File: src/logic/tcp_pkg.sv
// constants and types shared by the timer and its prescaler
package tcp_pkg;
    localparam int ADDR_W = 8;
    localparam int DATA_W = 32;
    localparam int PSC_W = 10;
    localparam int NUM_TIMERS = 2;

    localparam logic [7:0] OFF_CTRL = 8'h00;
    localparam logic [7:0] OFF_COUNTER = 8'h04;
    localparam logic [7:0] OFF_COMPARE = 8'h08;
    localparam logic [7:0] OFF_MASK = 8'h0C;
    localparam logic [7:0] OFF_FLAGS = 8'h10;
    localparam logic [7:0] OFF_PSC = 8'h14;

    localparam int CTRL_FORCE_BIT = 7;
    localparam int CTRL_WGM0_BIT = 6;
    localparam int CTRL_COM_LSB = 4;
    localparam int CTRL_WGM1_BIT = 3;
    localparam int CTRL_CS_LSB = 0;
    localparam logic [7:0] CTRL_WR_MASK = 8'h7F;
    localparam int IRQ_CMP_BIT = 1;
    localparam int IRQ_OVF_BIT = 0;
    localparam int PSC_HOLD_BIT = 7;
    localparam int PSC_RST_BIT = 0;

    localparam logic [7:0] CTRL_RST = 8'h00;
    localparam logic [7:0] COUNTER_RST = 8'h00;
    localparam logic [7:0] COMPARE_RST = 8'h00;
    localparam logic [1:0] MASK_RST = 2'h0;
    localparam logic [1:0] FLAGS_RST = 2'h0;
    localparam logic [PSC_W-1:0] PSC_CNT_RST = 10'h000;

    localparam logic [1:0] WGM_NORMAL = 2'h0;
    localparam logic [1:0] WGM_PCPWM = 2'h1;
    localparam logic [1:0] WGM_CTC = 2'h2;
    localparam logic [1:0] WGM_FAST = 2'h3;

    localparam logic [1:0] COM_OFF = 2'h0;
    localparam logic [1:0] COM_TOGGLE = 2'h1;
    localparam logic [1:0] COM_CLEAR = 2'h2;
    localparam logic [1:0] COM_SET = 2'h3;

    localparam logic [2:0] CS_STOP = 3'h0;
    localparam logic [2:0] CS_DIV1 = 3'h1;
    localparam logic [2:0] CS_DIV8 = 3'h2;
    localparam logic [2:0] CS_DIV64 = 3'h3;
    localparam logic [2:0] CS_DIV256 = 3'h4;
    localparam logic [2:0] CS_DIV1024 = 3'h5;
    localparam logic [2:0] CS_EXT_FALL = 3'h6;
    localparam logic [2:0] CS_EXT_RISE = 3'h7;

    localparam logic [7:0] CNT_BOTTOM = 8'h00;
    localparam logic [7:0] CNT_MAX = 8'hFF;

    typedef enum logic {TCP_DIR_UP, TCP_DIR_DOWN} tcp_dir_t;
endpackage : tcp_pkg

File: src/logic/tcp_presc_if.sv
// carrier between the timer and the shared prescaler
`timescale 1ns/1ns
interface tcp_presc_if;
    logic presc_rst;
    logic [tcp_pkg::NUM_TIMERS-1:0][2:0] clk_sel;
    logic [tcp_pkg::NUM_TIMERS-1:0] tick;
    modport presc (input presc_rst, input clk_sel, output tick);
    modport timer (output presc_rst, output clk_sel, input tick);
endinterface : tcp_presc_if

File: src/logic/tcp_prescaler.sv
// free-running prescaler shared by two timers
`timescale 1ns/1ns
module tcp_prescaler (
    input wire logic pclk,
    input wire logic presetn,
    tcp_presc_if.presc pif
);
    typedef struct packed {
        logic [tcp_pkg::PSC_W-1:0] cnt;
        logic [tcp_pkg::NUM_TIMERS-1:0] tick;
    } tcp_psc_state_t;

    tcp_psc_state_t st_r;
    tcp_psc_state_t st_nxt;

    function automatic logic tcp_tap_hit(input logic [2:0] sel,
                                         input logic [tcp_pkg::PSC_W-1:0] c);
        case (sel)
            tcp_pkg::CS_DIV1: tcp_tap_hit = 1'b1;
            tcp_pkg::CS_DIV8: tcp_tap_hit = &c[2:0];
            tcp_pkg::CS_DIV64: tcp_tap_hit = &c[5:0];
            tcp_pkg::CS_DIV256: tcp_tap_hit = &c[7:0];
            tcp_pkg::CS_DIV1024: tcp_tap_hit = &c[9:0];
            default: tcp_tap_hit = 1'b0;
        endcase
    endfunction : tcp_tap_hit

    always_comb begin
        st_nxt = st_r;
        // never gated by clock select, so first count lands 1..N cycles late
        if (pif.presc_rst) begin
            st_nxt.cnt = tcp_pkg::PSC_CNT_RST;
        end else begin
            st_nxt.cnt = st_r.cnt + 10'h001;
        end
        for (int i = 0; i < tcp_pkg::NUM_TIMERS; i++) begin
            // each timer picks its own tap from the one counter
            st_nxt.tick[i] = tcp_tap_hit(pif.clk_sel[i], st_r.cnt)
                && (!pif.presc_rst || pif.clk_sel[i] == tcp_pkg::CS_DIV1);
        end
    end

    always_ff @(posedge pclk or negedge presetn) begin
        if (!presetn) begin
            st_r <= '{cnt: tcp_pkg::PSC_CNT_RST, tick: '0};
        end else begin
            st_r <= st_nxt;
        end
    end

    assign pif.tick = st_r.tick;
endmodule : tcp_prescaler

File: src/logic/tcp_timer0.sv
// 8-bit timer with one compare channel, APB registers and shared prescaler
`timescale 1ns/1ns
module tcp_timer0 (
    input wire logic pclk,
    input wire logic presetn,
    input wire logic psel,
    input wire logic penable,
    input wire logic pwrite,
    input wire logic [tcp_pkg::ADDR_W-1:0] paddr,
    input wire logic [tcp_pkg::DATA_W-1:0] pwdata,
    output logic [tcp_pkg::DATA_W-1:0] prdata,
    output logic pready,
    output logic pslverr,
    input wire logic external_count_input,
    input wire logic port_data_out,
    input wire logic port_dir_out,
    output logic compare_output_pin,
    output logic compare_output_pin_oe,
    input wire logic global_interrupt_enable,
    input wire logic compare_irq_ack,
    input wire logic overflow_irq_ack,
    output logic compare_irq_req,
    output logic overflow_irq_req,
    input wire logic [2:0] timer1_clock_select,
    output logic timer1_tick
);
    typedef struct packed {
        logic [7:0] ctrl;
        logic [7:0] cnt;
        logic [7:0] cmp_buf;
        logic [7:0] cmp_act;
        logic [1:0] mask;
        logic [1:0] flags;
        logic sync_hold;
        logic psc_rst;
        tcp_pkg::tcp_dir_t dir;
        logic oc;
        logic blk;
        logic ext_s1;
        logic ext_s2;
        logic ext_s3;
        logic pin_o;
        logic pin_oe;
        logic cmp_irq;
        logic ovf_irq;
        logic rdy;
        logic err;
        logic [tcp_pkg::DATA_W-1:0] rdata;
    } tcp_tmr_state_t;

    localparam tcp_tmr_state_t ST_RST = '{
        ctrl: tcp_pkg::CTRL_RST,
        cnt: tcp_pkg::COUNTER_RST,
        cmp_buf: tcp_pkg::COMPARE_RST,
        cmp_act: tcp_pkg::COMPARE_RST,
        mask: tcp_pkg::MASK_RST,
        flags: tcp_pkg::FLAGS_RST,
        dir: tcp_pkg::TCP_DIR_UP,
        default: '0
    };

    tcp_tmr_state_t st_r;
    tcp_tmr_state_t st_nxt;
    tcp_presc_if pif ();

    logic [1:0] waveform_mode_sel;
    logic [1:0] compare_output_mode;
    logic [2:0] clock_select_field;
    logic tick;
    logic match_ev;
    logic ovf_ev;
    logic top_ev;
    logic special;
    logic setup_ph;
    logic wr_acc;
    logic [1:0] flag_clr;

    assign waveform_mode_sel = {st_r.ctrl[tcp_pkg::CTRL_WGM1_BIT],
        st_r.ctrl[tcp_pkg::CTRL_WGM0_BIT]};
    assign compare_output_mode = st_r.ctrl[tcp_pkg::CTRL_COM_LSB +: 2];
    assign clock_select_field = st_r.ctrl[tcp_pkg::CTRL_CS_LSB +: 3];
    assign pif.presc_rst = st_r.psc_rst;
    assign pif.clk_sel[0] = clock_select_field;
    assign pif.clk_sel[1] = timer1_clock_select;

    tcp_prescaler u_presc (
        .pclk(pclk),
        .presetn(presetn),
        .pif(pif)
    );

    // timer clock: prescaler tap or synchronised external edge
    always_comb begin
        case (clock_select_field)
            tcp_pkg::CS_STOP: tick = 1'b0;
            tcp_pkg::CS_EXT_FALL: tick = st_r.ext_s3 && !st_r.ext_s2;
            tcp_pkg::CS_EXT_RISE: tick = !st_r.ext_s3 && st_r.ext_s2;
            default: tick = pif.tick[0];
        endcase
    end

    assign setup_ph = psel && !penable;
    assign wr_acc = psel && penable && st_r.rdy && pwrite && !st_r.err;
    assign match_ev = tick && !st_r.blk && (st_r.cnt == st_r.cmp_act);
    assign special = compare_output_mode[1] && (st_r.cmp_act == tcp_pkg::CNT_MAX);
    assign flag_clr = {compare_irq_ack, overflow_irq_ack}
        | ((wr_acc && paddr == tcp_pkg::OFF_FLAGS) ? pwdata[1:0] : 2'h0);

    always_comb begin
        st_nxt = st_r;
        ovf_ev = 1'b0;
        top_ev = 1'b0;

        // two-flop sync; no dependence on the pin's direction
        st_nxt.ext_s1 = external_count_input;
        st_nxt.ext_s2 = st_r.ext_s1;
        st_nxt.ext_s3 = st_r.ext_s2;

        if (tick) begin
            st_nxt.blk = 1'b0;
            case (waveform_mode_sel)
                tcp_pkg::WGM_PCPWM: begin
                    if (st_r.dir == tcp_pkg::TCP_DIR_UP) begin
                        if (st_r.cnt == tcp_pkg::CNT_MAX) begin
                            top_ev = 1'b1;
                            st_nxt.dir = tcp_pkg::TCP_DIR_DOWN;
                            st_nxt.cnt = st_r.cnt - 8'h01;
                        end else begin
                            st_nxt.cnt = st_r.cnt + 8'h01;
                        end
                    end else begin
                        if (st_r.cnt == tcp_pkg::CNT_BOTTOM) begin
                            ovf_ev = 1'b1;
                            st_nxt.dir = tcp_pkg::TCP_DIR_UP;
                            st_nxt.cnt = st_r.cnt + 8'h01;
                        end else begin
                            st_nxt.cnt = st_r.cnt - 8'h01;
                        end
                    end
                end
                tcp_pkg::WGM_CTC: begin
                    ovf_ev = (st_r.cnt == tcp_pkg::CNT_MAX);
                    st_nxt.cnt = (st_r.cnt == st_r.cmp_act) ? tcp_pkg::CNT_BOTTOM
                                                            : st_r.cnt + 8'h01;
                end
                default: begin
                    ovf_ev = (st_r.cnt == tcp_pkg::CNT_MAX);
                    st_nxt.cnt = st_r.cnt + 8'h01;
                end
            endcase
        end

        // waveform generator
        case (waveform_mode_sel)
            tcp_pkg::WGM_FAST: begin
                if (match_ev && !special && compare_output_mode[1]) begin
                    st_nxt.oc = (compare_output_mode == tcp_pkg::COM_SET);
                end
                if (ovf_ev && compare_output_mode[1]) begin
                    st_nxt.oc = (compare_output_mode == tcp_pkg::COM_CLEAR);
                end
            end
            tcp_pkg::WGM_PCPWM: begin
                if (special) begin
                    if (top_ev) begin
                        st_nxt.oc = (compare_output_mode == tcp_pkg::COM_CLEAR);
                    end
                end else if (match_ev && compare_output_mode[1]) begin
                    if (st_r.dir == tcp_pkg::TCP_DIR_UP) begin
                        st_nxt.oc = (compare_output_mode == tcp_pkg::COM_SET);
                    end else begin
                        st_nxt.oc = (compare_output_mode == tcp_pkg::COM_CLEAR);
                    end
                end
            end
            default: begin
                if (match_ev) begin
                    case (compare_output_mode)
                        tcp_pkg::COM_TOGGLE: st_nxt.oc = !st_r.oc;
                        tcp_pkg::COM_CLEAR: st_nxt.oc = 1'b0;
                        tcp_pkg::COM_SET: st_nxt.oc = 1'b1;
                        default: st_nxt.oc = st_r.oc;
                    endcase
                end
            end
        endcase

        // double buffer: pwm modes load at top or bottom only, avoiding glitches
        if (waveform_mode_sel == tcp_pkg::WGM_FAST && ovf_ev) begin
            st_nxt.cmp_act = st_r.cmp_buf;
        end
        if (waveform_mode_sel == tcp_pkg::WGM_PCPWM && top_ev) begin
            st_nxt.cmp_act = st_r.cmp_buf;
        end

        // set wins over a clear in the same cycle
        st_nxt.flags[tcp_pkg::IRQ_CMP_BIT] = (st_r.flags[tcp_pkg::IRQ_CMP_BIT]
            && !flag_clr[tcp_pkg::IRQ_CMP_BIT]) || match_ev;
        st_nxt.flags[tcp_pkg::IRQ_OVF_BIT] = (st_r.flags[tcp_pkg::IRQ_OVF_BIT]
            && !flag_clr[tcp_pkg::IRQ_OVF_BIT]) || ovf_ev;

        if (st_r.psc_rst && !st_r.sync_hold) begin
            st_nxt.psc_rst = 1'b0;
        end

        // register writes, taken at the access edge
        if (wr_acc) begin
            case (paddr)
                tcp_pkg::OFF_CTRL: begin
                    st_nxt.ctrl = pwdata[7:0] & tcp_pkg::CTRL_WR_MASK;
                    // forced match: non-pwm only, no flag, no ctc clear
                    if (pwdata[tcp_pkg::CTRL_FORCE_BIT] && !pwdata[tcp_pkg::CTRL_WGM0_BIT]) begin
                        case (pwdata[tcp_pkg::CTRL_COM_LSB +: 2])
                            tcp_pkg::COM_TOGGLE: st_nxt.oc = !st_r.oc;
                            tcp_pkg::COM_CLEAR: st_nxt.oc = 1'b0;
                            tcp_pkg::COM_SET: st_nxt.oc = 1'b1;
                            default: st_nxt.oc = st_r.oc;
                        endcase
                    end
                end
                tcp_pkg::OFF_COUNTER: begin
                    st_nxt.cnt = pwdata[7:0];
                    st_nxt.blk = 1'b1;
                end
                tcp_pkg::OFF_COMPARE: st_nxt.cmp_buf = pwdata[7:0];
                tcp_pkg::OFF_MASK: st_nxt.mask = pwdata[1:0];
                tcp_pkg::OFF_PSC: begin
                    st_nxt.sync_hold = pwdata[tcp_pkg::PSC_HOLD_BIT];
                    st_nxt.psc_rst = pwdata[tcp_pkg::PSC_RST_BIT];
                end
                default: st_nxt.cmp_buf = st_nxt.cmp_buf;
            endcase
        end
        if (!waveform_mode_sel[0]) begin
            st_nxt.cmp_act = st_nxt.cmp_buf;
        end

        // apb: one wait-free access phase; read data captured in setup
        st_nxt.rdy = setup_ph;
        st_nxt.err = 1'b0;
        st_nxt.rdata = '0;
        if (setup_ph) begin
            case (paddr)
                tcp_pkg::OFF_CTRL: st_nxt.rdata[7:0] = st_r.ctrl;
                tcp_pkg::OFF_COUNTER: st_nxt.rdata[7:0] = st_r.cnt;
                tcp_pkg::OFF_COMPARE: st_nxt.rdata[7:0] = st_r.cmp_buf;
                tcp_pkg::OFF_MASK: st_nxt.rdata[1:0] = st_r.mask;
                tcp_pkg::OFF_FLAGS: st_nxt.rdata[1:0] = st_r.flags;
                tcp_pkg::OFF_PSC: begin
                    st_nxt.rdata[tcp_pkg::PSC_HOLD_BIT] = st_r.sync_hold;
                    st_nxt.rdata[tcp_pkg::PSC_RST_BIT] = st_r.psc_rst;
                end
                default: st_nxt.err = 1'b1;
            endcase
        end

        st_nxt.pin_o = (compare_output_mode != tcp_pkg::COM_OFF) ? st_r.oc : port_data_out;
        st_nxt.pin_oe = port_dir_out;
        st_nxt.cmp_irq = global_interrupt_enable && st_r.mask[tcp_pkg::IRQ_CMP_BIT]
            && st_r.flags[tcp_pkg::IRQ_CMP_BIT];
        st_nxt.ovf_irq = global_interrupt_enable && st_r.mask[tcp_pkg::IRQ_OVF_BIT]
            && st_r.flags[tcp_pkg::IRQ_OVF_BIT];
    end

    always_ff @(posedge pclk or negedge presetn) begin
        if (!presetn) begin
            st_r <= ST_RST;
        end else begin
            st_r <= st_nxt;
        end
    end

    assign prdata = st_r.rdata;
    assign pready = st_r.rdy;
    assign pslverr = st_r.err;
    assign compare_output_pin = st_r.pin_o;
    assign compare_output_pin_oe = st_r.pin_oe;
    assign compare_irq_req = st_r.cmp_irq;
    assign overflow_irq_req = st_r.ovf_irq;
    assign timer1_tick = pif.tick[1];
endmodule : tcp_timer0

File: config.mk
export PLATFORM = sky130hd
export DESIGN_NAME = tcp_timer0
export DESIGN_NICKNAME = d
export VERILOG_FILES = /design/src/logic/tcp_pkg.sv /design/src/logic/tcp_presc_if.sv /design/src/logic/tcp_prescaler.sv /design/src/logic/tcp_timer0.sv
export SDC_FILE = /design/constraint.sdc
export NUM_CORES = 1
export LEC_CHECK = 0
export ABC_CLOCK_PERIOD_IN_PS = 2550
export BUFFER_PORTS_ARGS = -buffer_cell sky130_fd_sc_hd__buf_4
export CELL_PAD_IN_SITES_DETAIL_PLACEMENT = 1
export CELL_PAD_IN_SITES_GLOBAL_PLACEMENT = 2
export CORE_AREA = 2 2 117 119
export DETAILED_ROUTE_END_ITERATION = 8
export DIE_AREA = 0 0 119 121
export PLACE_DENSITY_LB_ADDON = 0.2
export SETUP_SLACK_MARGIN = 0.05
export SLEW_MARGIN = 20
export SYNTH_ARGS = -nofsm -noshare
export SYNTH_HDL_FRONTEND = slang
export SYNTH_SLANG_ARGS = --single-unit
File: constraint.sdc
create_clock -name pclk -period 2.55 [get_ports pclk]
set_input_delay 0.255 -clock pclk [delete_from_list [all_inputs] [get_ports pclk]]
set_output_delay 0.255 -clock pclk [all_outputs]
set_load 0.05 [all_outputs]
==> results of run 1 <==
-- sequential cells by signal, indices dropped and copies added, names as in the netlist --
name,flops
st_nxt,2
st_r,35
prdata,8
compare_output_pin_oe,1
compare_irq_req,1
compare_output_pin,1
pslverr,1
clock_select_field,3
compare_output_mode,2
pif.presc_rst,1
u_presc.st_r,10
pready,1
overflow_irq_req,1
u_presc.pif.tick,2
-- where the power goes --
group / internal [W] / leakage, nW / total, W / switching [W]
Combinational: 0.0000842 / 1.35 / 0.000274 / 0.000190
Clock: 0.000752 / 0.134 / 0.00121 / 0.000457
Sequential: 0.00114 / 0.904 / 0.00119 / 0.0000420
Total: 0.00198 / 2.38 / 0.00267 / 0.000689
-- cells by family after synthesis --
| logic type | Yosys count | share of synthesized area (%) |
|---|---|---|
| AOI/OAI and AO/OA | 88 | 15.1 |
| xor gates and xnor gates | 16 | 3.51 |
| adders and majority gates | 10 | 2.83 |
| buffers and inverters | 73 | 10.1 |
| DFF | 69 | 39.1 |
| muxes | 36 | 9.72 |
| other | 1 | 0.0849 |
| and+or+nand+nor | 160 | 19.5 |
-- area by class of cell --
| cell class | instances | area [µm²] | share of cell area [%] |
|---|---|---|---|
| clock buffers | 13 | 240 | 4.69 |
| clock inverters | 2 | 35.0 | 0.684 |
| inverters | 16 | 60.1 | 1.17 |
| multi-input cells | 334 | 2330 | 45.5 |
| flip-flops and latches | 69 | 1730 | 33.7 |
| well taps | 176 | 220 | 4.30 |
| repair buffers | 68 | 510 | 9.96 |
-- worst max-delay path, cell delays in order (launching register included) --
cell     delay (ps)
dfrtp_1         380
ha_1            260
and4_1          240
a21o_1          200
a22oi_4         350
mux2_2          390
nor3b_2         150
o22ai_1         160
a21oi_1          90
-- worst min path at each step --
stage                              start                                end  slack (ps)
finish                      port_dir_out    compare_output_pin_oe$_DFF_PN0_          40
global route                port_dir_out    compare_output_pin_oe$_DFF_PN0_          30
detailed placement  st_nxt[39]$_DFF_PN0_               st_nxt[38]$_DFF_PN0_         350
CTS                         port_dir_out    compare_output_pin_oe$_DFF_PN0_          30
global placement    st_nxt[39]$_DFF_PN0_               st_nxt[38]$_DFF_PN0_         350
floorplan                        presetn  clock_select_field[0]$_DFFE_PN0P_         -40
-- per-layer routing --
metal / share of wire (%) / track usage (%) / wire [µm]
met1: 48 / 24.5 / 5830
met2: 47 / 28.8 / 5670
met3: 3.3 / 2.96 / 395
met4: 1.2 / 5.06 / 148
met5: 0 / 0 / 0
-- cell usage in the layout, fill, tap and decap left out, types with 6 or more instances in the layout --
| master | n |
|---|---|
| dfrtp_1 | 68 |
| buf_4 | 68 |
| nor2_1 | 40 |
| nand2_1 | 39 |
| conb_1 | 24 |
| a21oi_1 | 22 |
| o21ai_0 | 17 |
| inv_1 | 16 |
| nand3_1 | 15 |
| mux2i_1 | 14 |
| mux2_2 | 13 |
| nor3_1 | 11 |
| xnor2_1 | 10 |
| ha_1 | 10 |
| and3_1 | 9 |
| clkbuf_16 | 9 |
| nor2b_1 | 8 |
| mux2_4 | 8 |
| nand4_1 | 6 |
| a22oi_1 | 6 |
-- metrics by stage --
stage	cell area, µm²	power [W]	setup slack, ps	hold slack [ps]
5_1_grt	5120	0.00278	73.6	25.9
3_3_place_gp	4850	0.00148	226	348
4_1_cts	5120	0.00270	200	28.2
2_1_floorplan	4500	0.00141	303	-40.6
3_5_place_dp	4850	0.00148	222	346
6_report	5120	0.00267	216	35.1
==> impl_summary.md, run 1 <==
Routing
The number of design-rule violations left by the first detailed-router iteration is 229. After detailed routing, the average wire length per cell comes to 17.8 µm. The number of iterations in the first detailed-routing pass is 4. The average vias per placed instance is 5.06. After detailed routing, the number of remaining DRC violations is 0.

The detail route stage leaves a number of antenna-violating nets equal to 0. The final layout contains routed wiring with a total length of 12000 µm. The overall via count from detail_route is 3429.

Setup path
The destination of the critical timing path is st_r[68]$_DFF_PN0_. The capturing element type of the critical path is a flop. The worst reg-to-reg setup slack is 220 ps. The data arrival at the endpoint of the critical path is 2540 ps. The setup path with the least slack is of type reg -> reg. The launch point of the worst reg-to-reg path is st_r[66]$_DFF_PN0_. The end of the worst register-to-register path is st_r[68]$_DFF_PN0_.

Tracing the worst setup path back leads to its startpoint at st_r[66]$_DFF_PN0_. The data required time at the worst endpoint is 2760 ps. The number of cells on the worst reg-to-reg path is 8. The biggest fanout along the worst timing path is 7.

The sort of element at the start of the critical path is a flop.

Final layout
The count of nets after finishing is 562. The number of standard cells in the final layout excluding fillers is 678. The share of layout cells above drive strength 1 is 24.9%. The final core area utilization is 39.2%. The filler cell count in the final layout is 1476. The area growth from synthesis to layout is 16.0%. The antenna diode instance count is 0.

Clocking
After clock tree synthesis, the flow added hold-fix buffers numbering 0. The number of CTS-inserted buffers is 9. The clock-pin slew on the worst setup and hold paths is 50 ps.

Gates resized during post-CTS repair numbered 0. The H-tree generated during clock tree synthesis spans 3 levels. Counting along the longest clock path gives a buffer depth of 2. CTS placed an instance of clkbuf_16 at the clock tree root. TritonCTS built the clock tree. The sink count of the clock tree is 69. Post-CTS timing repair inserted 0 buffers for setup. The clock insertion delay at the later pin of the skew report is 330 ps.

Pwr
For this design the static power due to leakage is 2.38 nW. The power density over the cells is 521 mW/mm². Across the VDD grid, the largest voltage drop is 0.000279 V.

Timing
The worst pin sits at a relative slew slack of 38.8%. At the pin with the least slew margin, the transition time is 919 ps. Setup violations remaining at the end of the flow were counted as 0. Setup repair after global routing left no endpoint under its margin. The count of final hold-check violations came to 0. The share of the clock period used by the worst path is 91.5%.

The worst path in the final design needs a cycle of 2330 ps, including I/O delays and setup. The worst clock skew is 9.29 ps. The total count of max-transition violations in the final report is 0. For this run, the top clock speed supported by timing is 428 MHz. For the final routed database, the setup TNS stands at 0 ps.

Synthesis
The cell area that synthesis handed to floorplanning was 0.00442 mm². The leading cell type by number of instances after synthesis is dfrtp_1. The post-synthesis sequential area ratio is 39.1%. Of the post-synthesis cell area, the dominant cell type holds 39.1%.

In this run, distinct cell masters in the synthesized netlist total 66. After synthesis, the most frequently instantiated cells are 69 x dfrtp_1, 40 x nor2_1, 39 x nand2_1, 35 x buf_4, 22 x a21oi_1. The share of synthesized registers carrying an async set or reset is 100%. Dividing the synthesized area by the synthesized cell count gives 9.75 µm². Summed over all instances, the cell type with the most area after synthesis is dfrtp_1. The most frequently used flop master after synthesis is dfrtp_1. The yosys synthesis warning count is 0.

The number of enable flip-flop cells after synthesis is 0. The register bit total from synthesis is 69. In the post-synthesis netlist, the biggest area contributors are dfrtp_1 39%, buf_4 5.9%, nor2_1 3.4%. The instance count of the mapped netlist is 453.

Global route
Entering global routing, the biggest net connects 70 pins. The first-pass GRT wire length is 19800 µm. The via count of the first global-routing pass is 3635. The total overflow left after global routing is 0. The total routing resource utilization after global routing is 17.8%. The number of antenna violations at the first check in global routing was 0.

Run
The max-cap violation count is 0.

Min path
The hold path depth is 1. The worst hold path class is in -> reg.

Placed design
The weighted congestion reported at the end of routability-driven placement is 0.830. The post-DP HPWL is 8930 µm. Including well taps, the total number of placed cells is 663.

The count of port buffers added during placement is 44.

Floorplanning
The floorplan has 42 rows. The die outline area is 0.0144 mm². The die extent in y is 121 µm. The starting density of the core is 33.8%. The core region is 0.0131 mm². In this run the count of I/O pins placed on the die edge is 93.

The floorplan step set the die width to 119 µm.

Outcome
The run finished with clean final reports.
(Power assumes the default switching activity.)
==> run 2, diff against run 1 <==
--- a/config.mk
+++ b/config.mk
@@ -5,13 +5,14 @@
 export SDC_FILE = /design/constraint.sdc
 export NUM_CORES = 1
 export LEC_CHECK = 0
-export ABC_CLOCK_PERIOD_IN_PS = 2550
+export ABC_CLOCK_PERIOD_IN_PS = 2400
 export BUFFER_PORTS_ARGS = -buffer_cell sky130_fd_sc_hd__buf_4
 export CELL_PAD_IN_SITES_DETAIL_PLACEMENT = 1
 export CELL_PAD_IN_SITES_GLOBAL_PLACEMENT = 2
 export CORE_AREA = 2 2 117 119
 export DETAILED_ROUTE_END_ITERATION = 8
 export DIE_AREA = 0 0 119 121
+export GPL_TIMING_DRIVEN = 0
 export PLACE_DENSITY_LB_ADDON = 0.2
 export SETUP_SLACK_MARGIN = 0.05
 export SLEW_MARGIN = 20
==> constraint.sdc (replaced) <==
create_clock -name pclk -period 2.4 [get_ports pclk]
set_input_delay 0.24 -clock pclk [delete_from_list [all_inputs] [get_ports pclk]]
set_output_delay 0.24 -clock pclk [all_outputs]
set_load 0.05 [all_outputs]
==> run 2 against run 1 <==
Critical path depth is 2 higher. Sequential cell count stayed put. Non-clock buffer count is 56 higher. Sequential power is 6% higher. Sequential share of layout area is 3.2 points lower. Clock skew is 2.5 ps lower. Clock-buffer cell count is 1 lower. Core utilization is 4.2 points higher. First-iteration DRC count is 15% lower. Die area stayed put. Critical path type unchanged.
==> impl_summary.md, run 2 (same netlist as run 1, synthesis figures left out) <==
Global route
The first-pass GRT wire length was 20500 µm (+3.3%). The maximum number of pins on one net before global-route repair came to 70 (unchanged). The total routing resource utilization after global routing is 18.3% (+0.48 points). The via count of the first global-routing pass is 3876 (+6.6%). The total grt overflow is 0 (unchanged). The number of antenna violations at the first check in global routing is 0 (unchanged).

Routing
The post-detailed-route count of antenna-violating nets came to 0 (unchanged). The average routed wire per standard cell is 17.7 µm (-0.36%). The number of iterations in the first detailed-routing pass is 4 (unchanged).

The overall via count from detail_route is 3703 (+8.0%). The average vias per placed instance is 5.04 (-0.38%). The number of remaining DRC errors came to 0 (unchanged). The number of design-rule violations left by the first detailed-router iteration was 195 (-15%).

The final wirelength was 13000 µm (+8.0%).

Final layout
The antenna diode instance count is 0 (unchanged). The filler cell count in the final layout is 1511 (+2.4%). The share of layout cells above drive strength 1 is 34.0% (+9.1 points). The area growth from synthesis to layout is 28.5%. The largest register by flop count is st_r. The number of standard cells in the final layout excluding fillers is 735 (+8.4%). Leaving out fill and tap cells, the most frequent cell in the layout is buf_4. The multi-input logic area is 0.00245 mm² (+5.0%).

The sequential cell area is 0.00173 mm² (+0.29%). The number of flip-flops in the largest register is 35 (unchanged). The count of nets after finishing came to 618 (+10%).

The top cell types in the final layout, fill and taps aside, are 100 x buf_4, 64 x dfrtp_1, 39 x nor2_1.

Clocking
The number of levels in the clock H-tree came to 3 (unchanged). Clock tree synthesis selected as its root buffer the cell clkbuf_16. The clock insertion delay at the later pin of the skew report is 330 ps (about the same). The sink count of the clock tree was 69 (unchanged). The maximum buffer depth of the clock tree is 2 (unchanged). The count of hold-fix buffers inserted at cts is 0 (unchanged). TritonCTS built the clock tree. The number of CTS-inserted buffers is 9 (unchanged). The clock-pin slew on the worst setup and hold paths was 60 ps (about the same).

Setup path
The worst reg2reg path depth came to 10 (+2). The type of the worst setup path is reg -> reg. The start point of the critical path is st_r[70]$_DFF_PN0_. The worst register-to-register path begins at st_r[70]$_DFF_PN0_. The worst setup path is captured at a flop.

The biggest fanout along the worst timing path was 10 (+3). The data arrival at the endpoint of the critical path was 2490 ps (-50 ps). The data required time at the worst endpoint is 2600 ps (-160 ps). The sort of element at the start of the critical path is a flop.

Placed design
The weighted congestion reported at the end of routability-driven placement is 0.792 (-4.6%). The post-DP HPWL is 9270 µm (+3.8%). The count of port buffers added during placement was 42 (-4.5%). The total instance count after detailed placement is 694 (+4.7%).

Timing
The share of the clock period used by the worst path is 95.3% (+3.8 points). The time the worst path needs with I/O delays and setup is 2290 ps (-46.3 ps). The count of final hold-check violations came to 0 (unchanged). The timing-limited maximum frequency is 437 MHz (+2.0%). The worst slew margin relative to its limit is 39.0% (+0.27 points).

The worst clock skew is 6.83 ps (-2.46 ps). The actual slew at the worst max-slew pin came to 915 ps (-4.05 ps). The setup total negative slack is 0 ps (unchanged).

The total count of max-transition violations in the final report came to 0 (unchanged). Setup repair after global routing could not meet its margin everywhere. The final count of negative-setup-slack endpoints is 0 (unchanged).

Pwr
The total power draw was 0.00291 W (+9.2%). The combinational group share of total power was 11.3% (+1.0 points). The largest voltage drop on the vdd net came to 0.000304 V (+8.7%).

The part of the power in the clock network was 45.4% (about the same). The internal power was 0.00216 W (+9.3%). The net switching power of the design is 0.000750 W (+8.9%). The switching power share of the total is 25.7% (-0.074 points). The relative contribution of sequential cells to total power is 43.3% (-1.1 points). The power density over the cells is 513 mW/mm² (-1.5%).

The leakage power total is 2.69 nW (+13%).

Min path
The worst min-delay path startpoint is port_dir_out. The hold path depth is 1 (unchanged). The worst hold path class is in -> reg.

Floorplanning
The starting density of the core came to 33.8% (unchanged). The area of the core region is 0.0131 mm² (unchanged). The die outline area came to 0.0144 mm² (unchanged). The width of the die is 119 µm (unchanged). The die extent in y is 121 µm (unchanged). The cell row count is 42 (unchanged).

The number of ports placed on the die boundary is 93 (unchanged).

Outcome
The run finished with clean final reports.

Run
The max-cap violation count is 0 (unchanged).
-- run 2: changes by cell type in the layout (fill, tap and decap cells not counted), moves of 2 or more --
| cell | change |
|---|---|
| dfrtp_2 | +4 |
| buf_1 | +2 |
| ha_1 | -2 |
| o21ai_1 | +2 |
| dfrtp_1 | -4 |
| o21ai_0 | -2 |
| clkbuf_1 | +8 |
| buf_4 | +32 |
| buf_6 | +9 |
| xnor2_1 | -5 |
| xnor2_2 | +5 |
-- run 2: final timing paths --
path / slack [ps] / endpoint
setup / recovery: 110 / st_r[42]$_DFFE_PN0P_
hold / removal: 20 / compare_output_pin_oe$_DFF_PN0_
setup reg to reg: 110 / st_r[42]$_DFFE_PN0P_
hold reg to reg: 350 / st_nxt[38]$_DFF_PN0_
max in group asynchronous: 1710 / st_r[69]$_DFF_PN0_
min in group asynchronous: 30 / u_presc.st_r[7]$_DFF_PN0_
-- run 2: power groups by stage --
stage,logic [W],registers [W],clock network (W)
after floorplan,0.000202,0.00129,0
after global placement,0.000323,0.00128,0
after detailed placement,0.000326,0.00128,0
after CTS,0.000330,0.00126,0.00135
after global routing,0.000361,0.00127,0.00140
final,0.000330,0.00126,0.00132
-- run 2: per-stage QoR --
stage / util [%] / instance area, µm² / worst slack (ps) / hold slack (ps)
CTS: 41.6 / 5440 / 45.9 / 6.67
global route: 43.4 / 5680 / 6.50 / 10.4
floorplan: - / 4500 / 153 / -55.6
detailed placement: 38.5 / 5040 / -348 / 341
finish: 43.4 / 5680 / 112 / 15.4
global placement: 38.5 / 5040 / -292 / 340
-- run 2: timing repair --
action / 4_1_cts / 5_1_grt
buffers inserted: 12 / 13
pin swaps: 4 / 12
setup endpoints to repair: 16 / 15
resized for setup: 9 / 32
-- run 2: worst max-delay path: stages (launching register included) --
cell,delay [ps]
dfrtp_1,390
buf_6,160
xnor2_2,180
nand4_1,190
buf_4,200
a2111oi_4,290
buf_4,210
a21oi_1,70
o221ai_1,170
and4_1,220
a31oi_1,80
-- run 2: layout make-up --
cell class,instances,area share (%)
buffer,57,7.25
inverter,16,1.06
clock buffer,12,4.34
tap,176,3.88
clock inverter,4,0.838
multi-input combinational,334,43.1
timing repair buffer,67,8.99
sequential,69,30.5
-- run 2: metal layers --
layer,vias up,GRT usage (%),wire length (µm)
met3,9,3.01,457
met5,-,0,0
met2,84,31.5,6500
li1,1758,-,-
met1,1852,23.7,5920
met4,0,4.91,141
==> run 3, diff against run 2 <==
--- a/config.mk
+++ b/config.mk
@@ -6,12 +6,13 @@
 export NUM_CORES = 1
 export LEC_CHECK = 0
 export ABC_CLOCK_PERIOD_IN_PS = 2400
-export BUFFER_PORTS_ARGS = -buffer_cell sky130_fd_sc_hd__buf_4
+export BUFFER_PORTS_ARGS = -buffer_cell sky130_fd_sc_hd__buf_2
 export CELL_PAD_IN_SITES_DETAIL_PLACEMENT = 1
 export CELL_PAD_IN_SITES_GLOBAL_PLACEMENT = 2
-export CORE_AREA = 2 2 117 119
+export CORE_AREA = 2 2 116 118
+export CTS_BUF_LIST = sky130_fd_sc_hd__clkbuf_4 sky130_fd_sc_hd__clkbuf_8
 export DETAILED_ROUTE_END_ITERATION = 8
-export DIE_AREA = 0 0 119 121
+export DIE_AREA = 0 0 118 120
 export GPL_TIMING_DRIVEN = 0
 export PLACE_DENSITY_LB_ADDON = 0.2
 export SETUP_SLACK_MARGIN = 0.05
==> run 3 against run 2 <==
Global-route usage grew 0.15 points. Wire length fell by 0.39%. Via count down 0.68%. Largest power group is now sequential cells.
==> impl_summary.md, run 3 (same netlist as run 1, synthesis figures left out) <==
Outcome
The run finished with clean final reports.

Setup path
The worst register-to-register path ends at st_r[42]$_DFFE_PN0P_. The capturing element type of the critical path is a flop. The worst register-to-register path begins at clock_select_field[1]$_DFFE_PN0P_. The sort of element at the start of the critical path is a flop.

The worst reg2reg path depth is 9 (-1). The data arrival at the endpoint of the critical path is 2550 ps (+60 ps). The worst reg-to-reg setup slack is 80 ps (-40 ps). The type of the worst setup path is reg -> reg. The biggest fanout along the worst timing path is 7 (-3).

The data required time at the worst endpoint is 2630 ps (+30 ps).

Routing
The overall via count from detail_route was 3678 (-0.68%). The average routed wire per standard cell is 17.5 µm (-1.1%). The number of iterations in the first detailed-routing pass is 4 (unchanged). The average vias per placed instance was 4.97 (-1.3%). The number of design-rule violations left by the first detailed-router iteration is 202 (+3.6%). The post-detailed-route count of antenna-violating nets is 0 (unchanged). The final wirelength is 13000 µm (-0.39%).

The number of remaining DRC errors was 0 (unchanged).

Pwr
The relative contribution of sequential cells to total power is 47.3% (+4.0 points). The power density over the cells came to 477 mW/mm² (-7.1%). The net switching power of the design is 0.000722 W (-3.7%). The combinational group share of total power was 12.2% (+0.9 points).

The leakage power total is 2.65 nW (-1.4%). The largest voltage drop on the vdd net is 0.000196 V (-35%). The switching power share of the total is 27.2% (+1.4 points). The part of the power in the clock network is 40.5% (-4.9 points). The internal power is 0.00194 W (-11%).

Global route
The number of antenna violations at the first check in global routing is 0 (unchanged). The maximum number of pins on one net before global-route repair is 56 (-20%). The first-pass GRT wire length is 20500 µm (-0.20%). The total routing resource utilization after global routing is 18.4% (+0.15 points). The via count of the first global-routing pass is 3821 (-1.4%).

The total grt overflow is 0 (unchanged).

Min path
The worst min-delay path startpoint is port_data_out. The worst hold path terminates at compare_output_pin$_DFF_PN0_. The path class of the tightest hold or removal check is in -> reg.

The hold path depth is 3 (+2).

Timing
The worst setup margin is 75.9 ps (-36.1 ps). The time the worst path needs with I/O delays and setup is 2320 ps (+36.1 ps). The actual slew at the worst max-slew pin is 556 ps (-358 ps). The timing-limited maximum frequency was 430 MHz (-1.6%). The worst clock skew is 9.57 ps (+2.74 ps). Setup repair after global routing could not meet its margin everywhere. The worst slew margin relative to its limit was 62.6% (+24 points).

The count of final hold-check violations is 0 (unchanged). The total count of max-transition violations in the final report came to 0 (unchanged). The final count of negative-setup-slack endpoints is 0 (unchanged). The share of the clock period used by the worst path is 96.8% (+1.5 points).

Final layout
The final core area utilization is 42.9% (-0.46 points). The area growth from synthesis to layout is 26.1%. The share of layout cells above drive strength 1 is 34.8% (+0.76 points).

The antenna diode instance count came to 0 (unchanged). The number of flip-flops in the largest register is 35 (unchanged). The finished layout cell area was 0.00557 mm² (-1.9%). The count of nets after finishing is 623 (+0.81%).

The most common library cell in the layout ignoring fill and taps is dfrtp_1. The library cells used most frequently in the layout, excluding fill and tap cells, are 65 x dfrtp_1, 60 x buf_4, 41 x buf_2. The largest register by flop count is st_r. The number of standard cells in the final layout excluding fillers is 740 (+0.68%).

Placed design
The instance area after placement is 0.00496 mm² (-1.5%). The count of port buffers added during placement is 42 (unchanged). The setup slack at placement is -459 ps (-111 ps). The post-DP HPWL came to 9280 µm (+0.13%). The total instance count after detailed placement is 695 (+0.14%). The weighted congestion reported at the end of routability-driven placement is 0.844 (+6.5%).

Floorplanning
The cell row count is 42 (unchanged). The starting density of the core came to 34.0% (+0.27 points). The die outline area is 0.0142 mm² (-1.7%). The die extent in y is 120 µm (-0.83%). The number of ports placed on the die boundary is 93 (unchanged). The width of the die is 118 µm (-0.84%). The area of the core region is 0.0130 mm² (-0.80%).

Clocking
The number of CTS-inserted buffers is 9 (unchanged). The number of levels in the clock H-tree is 3 (unchanged). The clock-pin slew on the worst setup and hold paths was 80 ps (+20 ps). The maximum buffer depth of the clock tree is 2 (unchanged). In this run the clock root is driven by a clkbuf_8.

The clock insertion delay at the later pin of the skew report is 350 ps (+20 ps). The sink count of the clock tree is 69 (unchanged). TritonCTS built the clock tree.

Run
The max-cap violation count is 0 (unchanged).
run 3: cell types whose count changed in the layout (fill, tap and decap cells not counted), moves of 2 or more:
cell	delta
xnor2_1	+3
clkbuf_16	-9
clkbuf_8	+9
buf_4	-40
xnor2_2	-3
dlygate4sd3_1	+3
buf_2	+40
nor4_2	+2
run 3: layout make-up:
type	count	area, µm²
fill	1509	7410
multi-input combinational	334	2460
sequential	69	1730
timing repair buffer	72	477
buffer	57	400
tap	176	220
clock buffer	10	138
clock inverter	6	86.3
inverter	16	60.1
run 3: per-stage QoR:
stage / hold slack (ps) / setup TNS (ps) / power, W
6_report: 96.7 / 0 / 0.00266
5_1_grt: 95.7 / -16.4 / 0.00279
4_1_cts: 87.9 / 0 / 0.00268
3_5_place_dp: 127 / -5620 / 0.00160
3_3_place_gp: 338 / -5570 / 0.00158
2_1_floorplan: -55.6 / 0 / 0.00149
run 3: worst max-delay path: stages (launching register included):
cell	delay [ps]
dfrtp_2	470
ha_1	270
inv_1	120
o311ai_4	190
and2_1	200
buf_6	140
nor4b_4	290
mux2i_1	240
and4_1	210
a31oi_1	80
run 3: power by group through the flow:
stage / Sequential [W] / Clock, W / Combinational [W]
2_1_floorplan: 0.00129 / 0 / 0.000202
3_3_place_gp: 0.00128 / 0 / 0.000306
3_5_place_dp: 0.00128 / 0 / 0.000318
4_1_cts: 0.00126 / 0.00110 / 0.000325
5_1_grt: 0.00127 / 0.00117 / 0.000355
6_report: 0.00126 / 0.00107 / 0.000325
run 3: repair_timing:
action | 4_1_cts | 5_1_grt
hold endpoints to repair | 16 | 0
setup endpoints to repair | 17 | 16
pin swaps | 5 | 18
hold buffers | 3 | 0
setup buffers | 13 | 13
gates resized for setup | 12 | 29
run 3: worst max path at each step:
stage | startpoint | cells after the start | end
6_report | clock_select_field[1]$_DFFE_PN0P_ | 9 | st_r[42]$_DFFE_PN0P_
5_1_grt | clock_select_field[1]$_DFFE_PN0P_ | 9 | st_r[42]$_DFFE_PN0P_
4_1_cts | clock_select_field[1]$_DFFE_PN0P_ | 9 | st_r[42]$_DFFE_PN0P_
3_5_place_dp | st_r[66]$_DFF_PN0_ | 8 | st_r[56]$_DFFE_PN0P_
3_3_place_gp | st_r[66]$_DFF_PN0_ | 8 | st_r[69]$_DFF_PN0_
2_1_floorplan | st_r[66]$_DFF_PN0_ | 8 | st_r[69]$_DFF_PN0_
run 3: layer usage:
| layer | track usage, % | share of wire (%) |
|---|---|---|
| met4 | 4.89 | 1.3 |
| met2 | 31.3 | 49 |
| met5 | 0 | 0 |
| met1 | 24.0 | 45 |
| met3 | 3.66 | 4.7 |
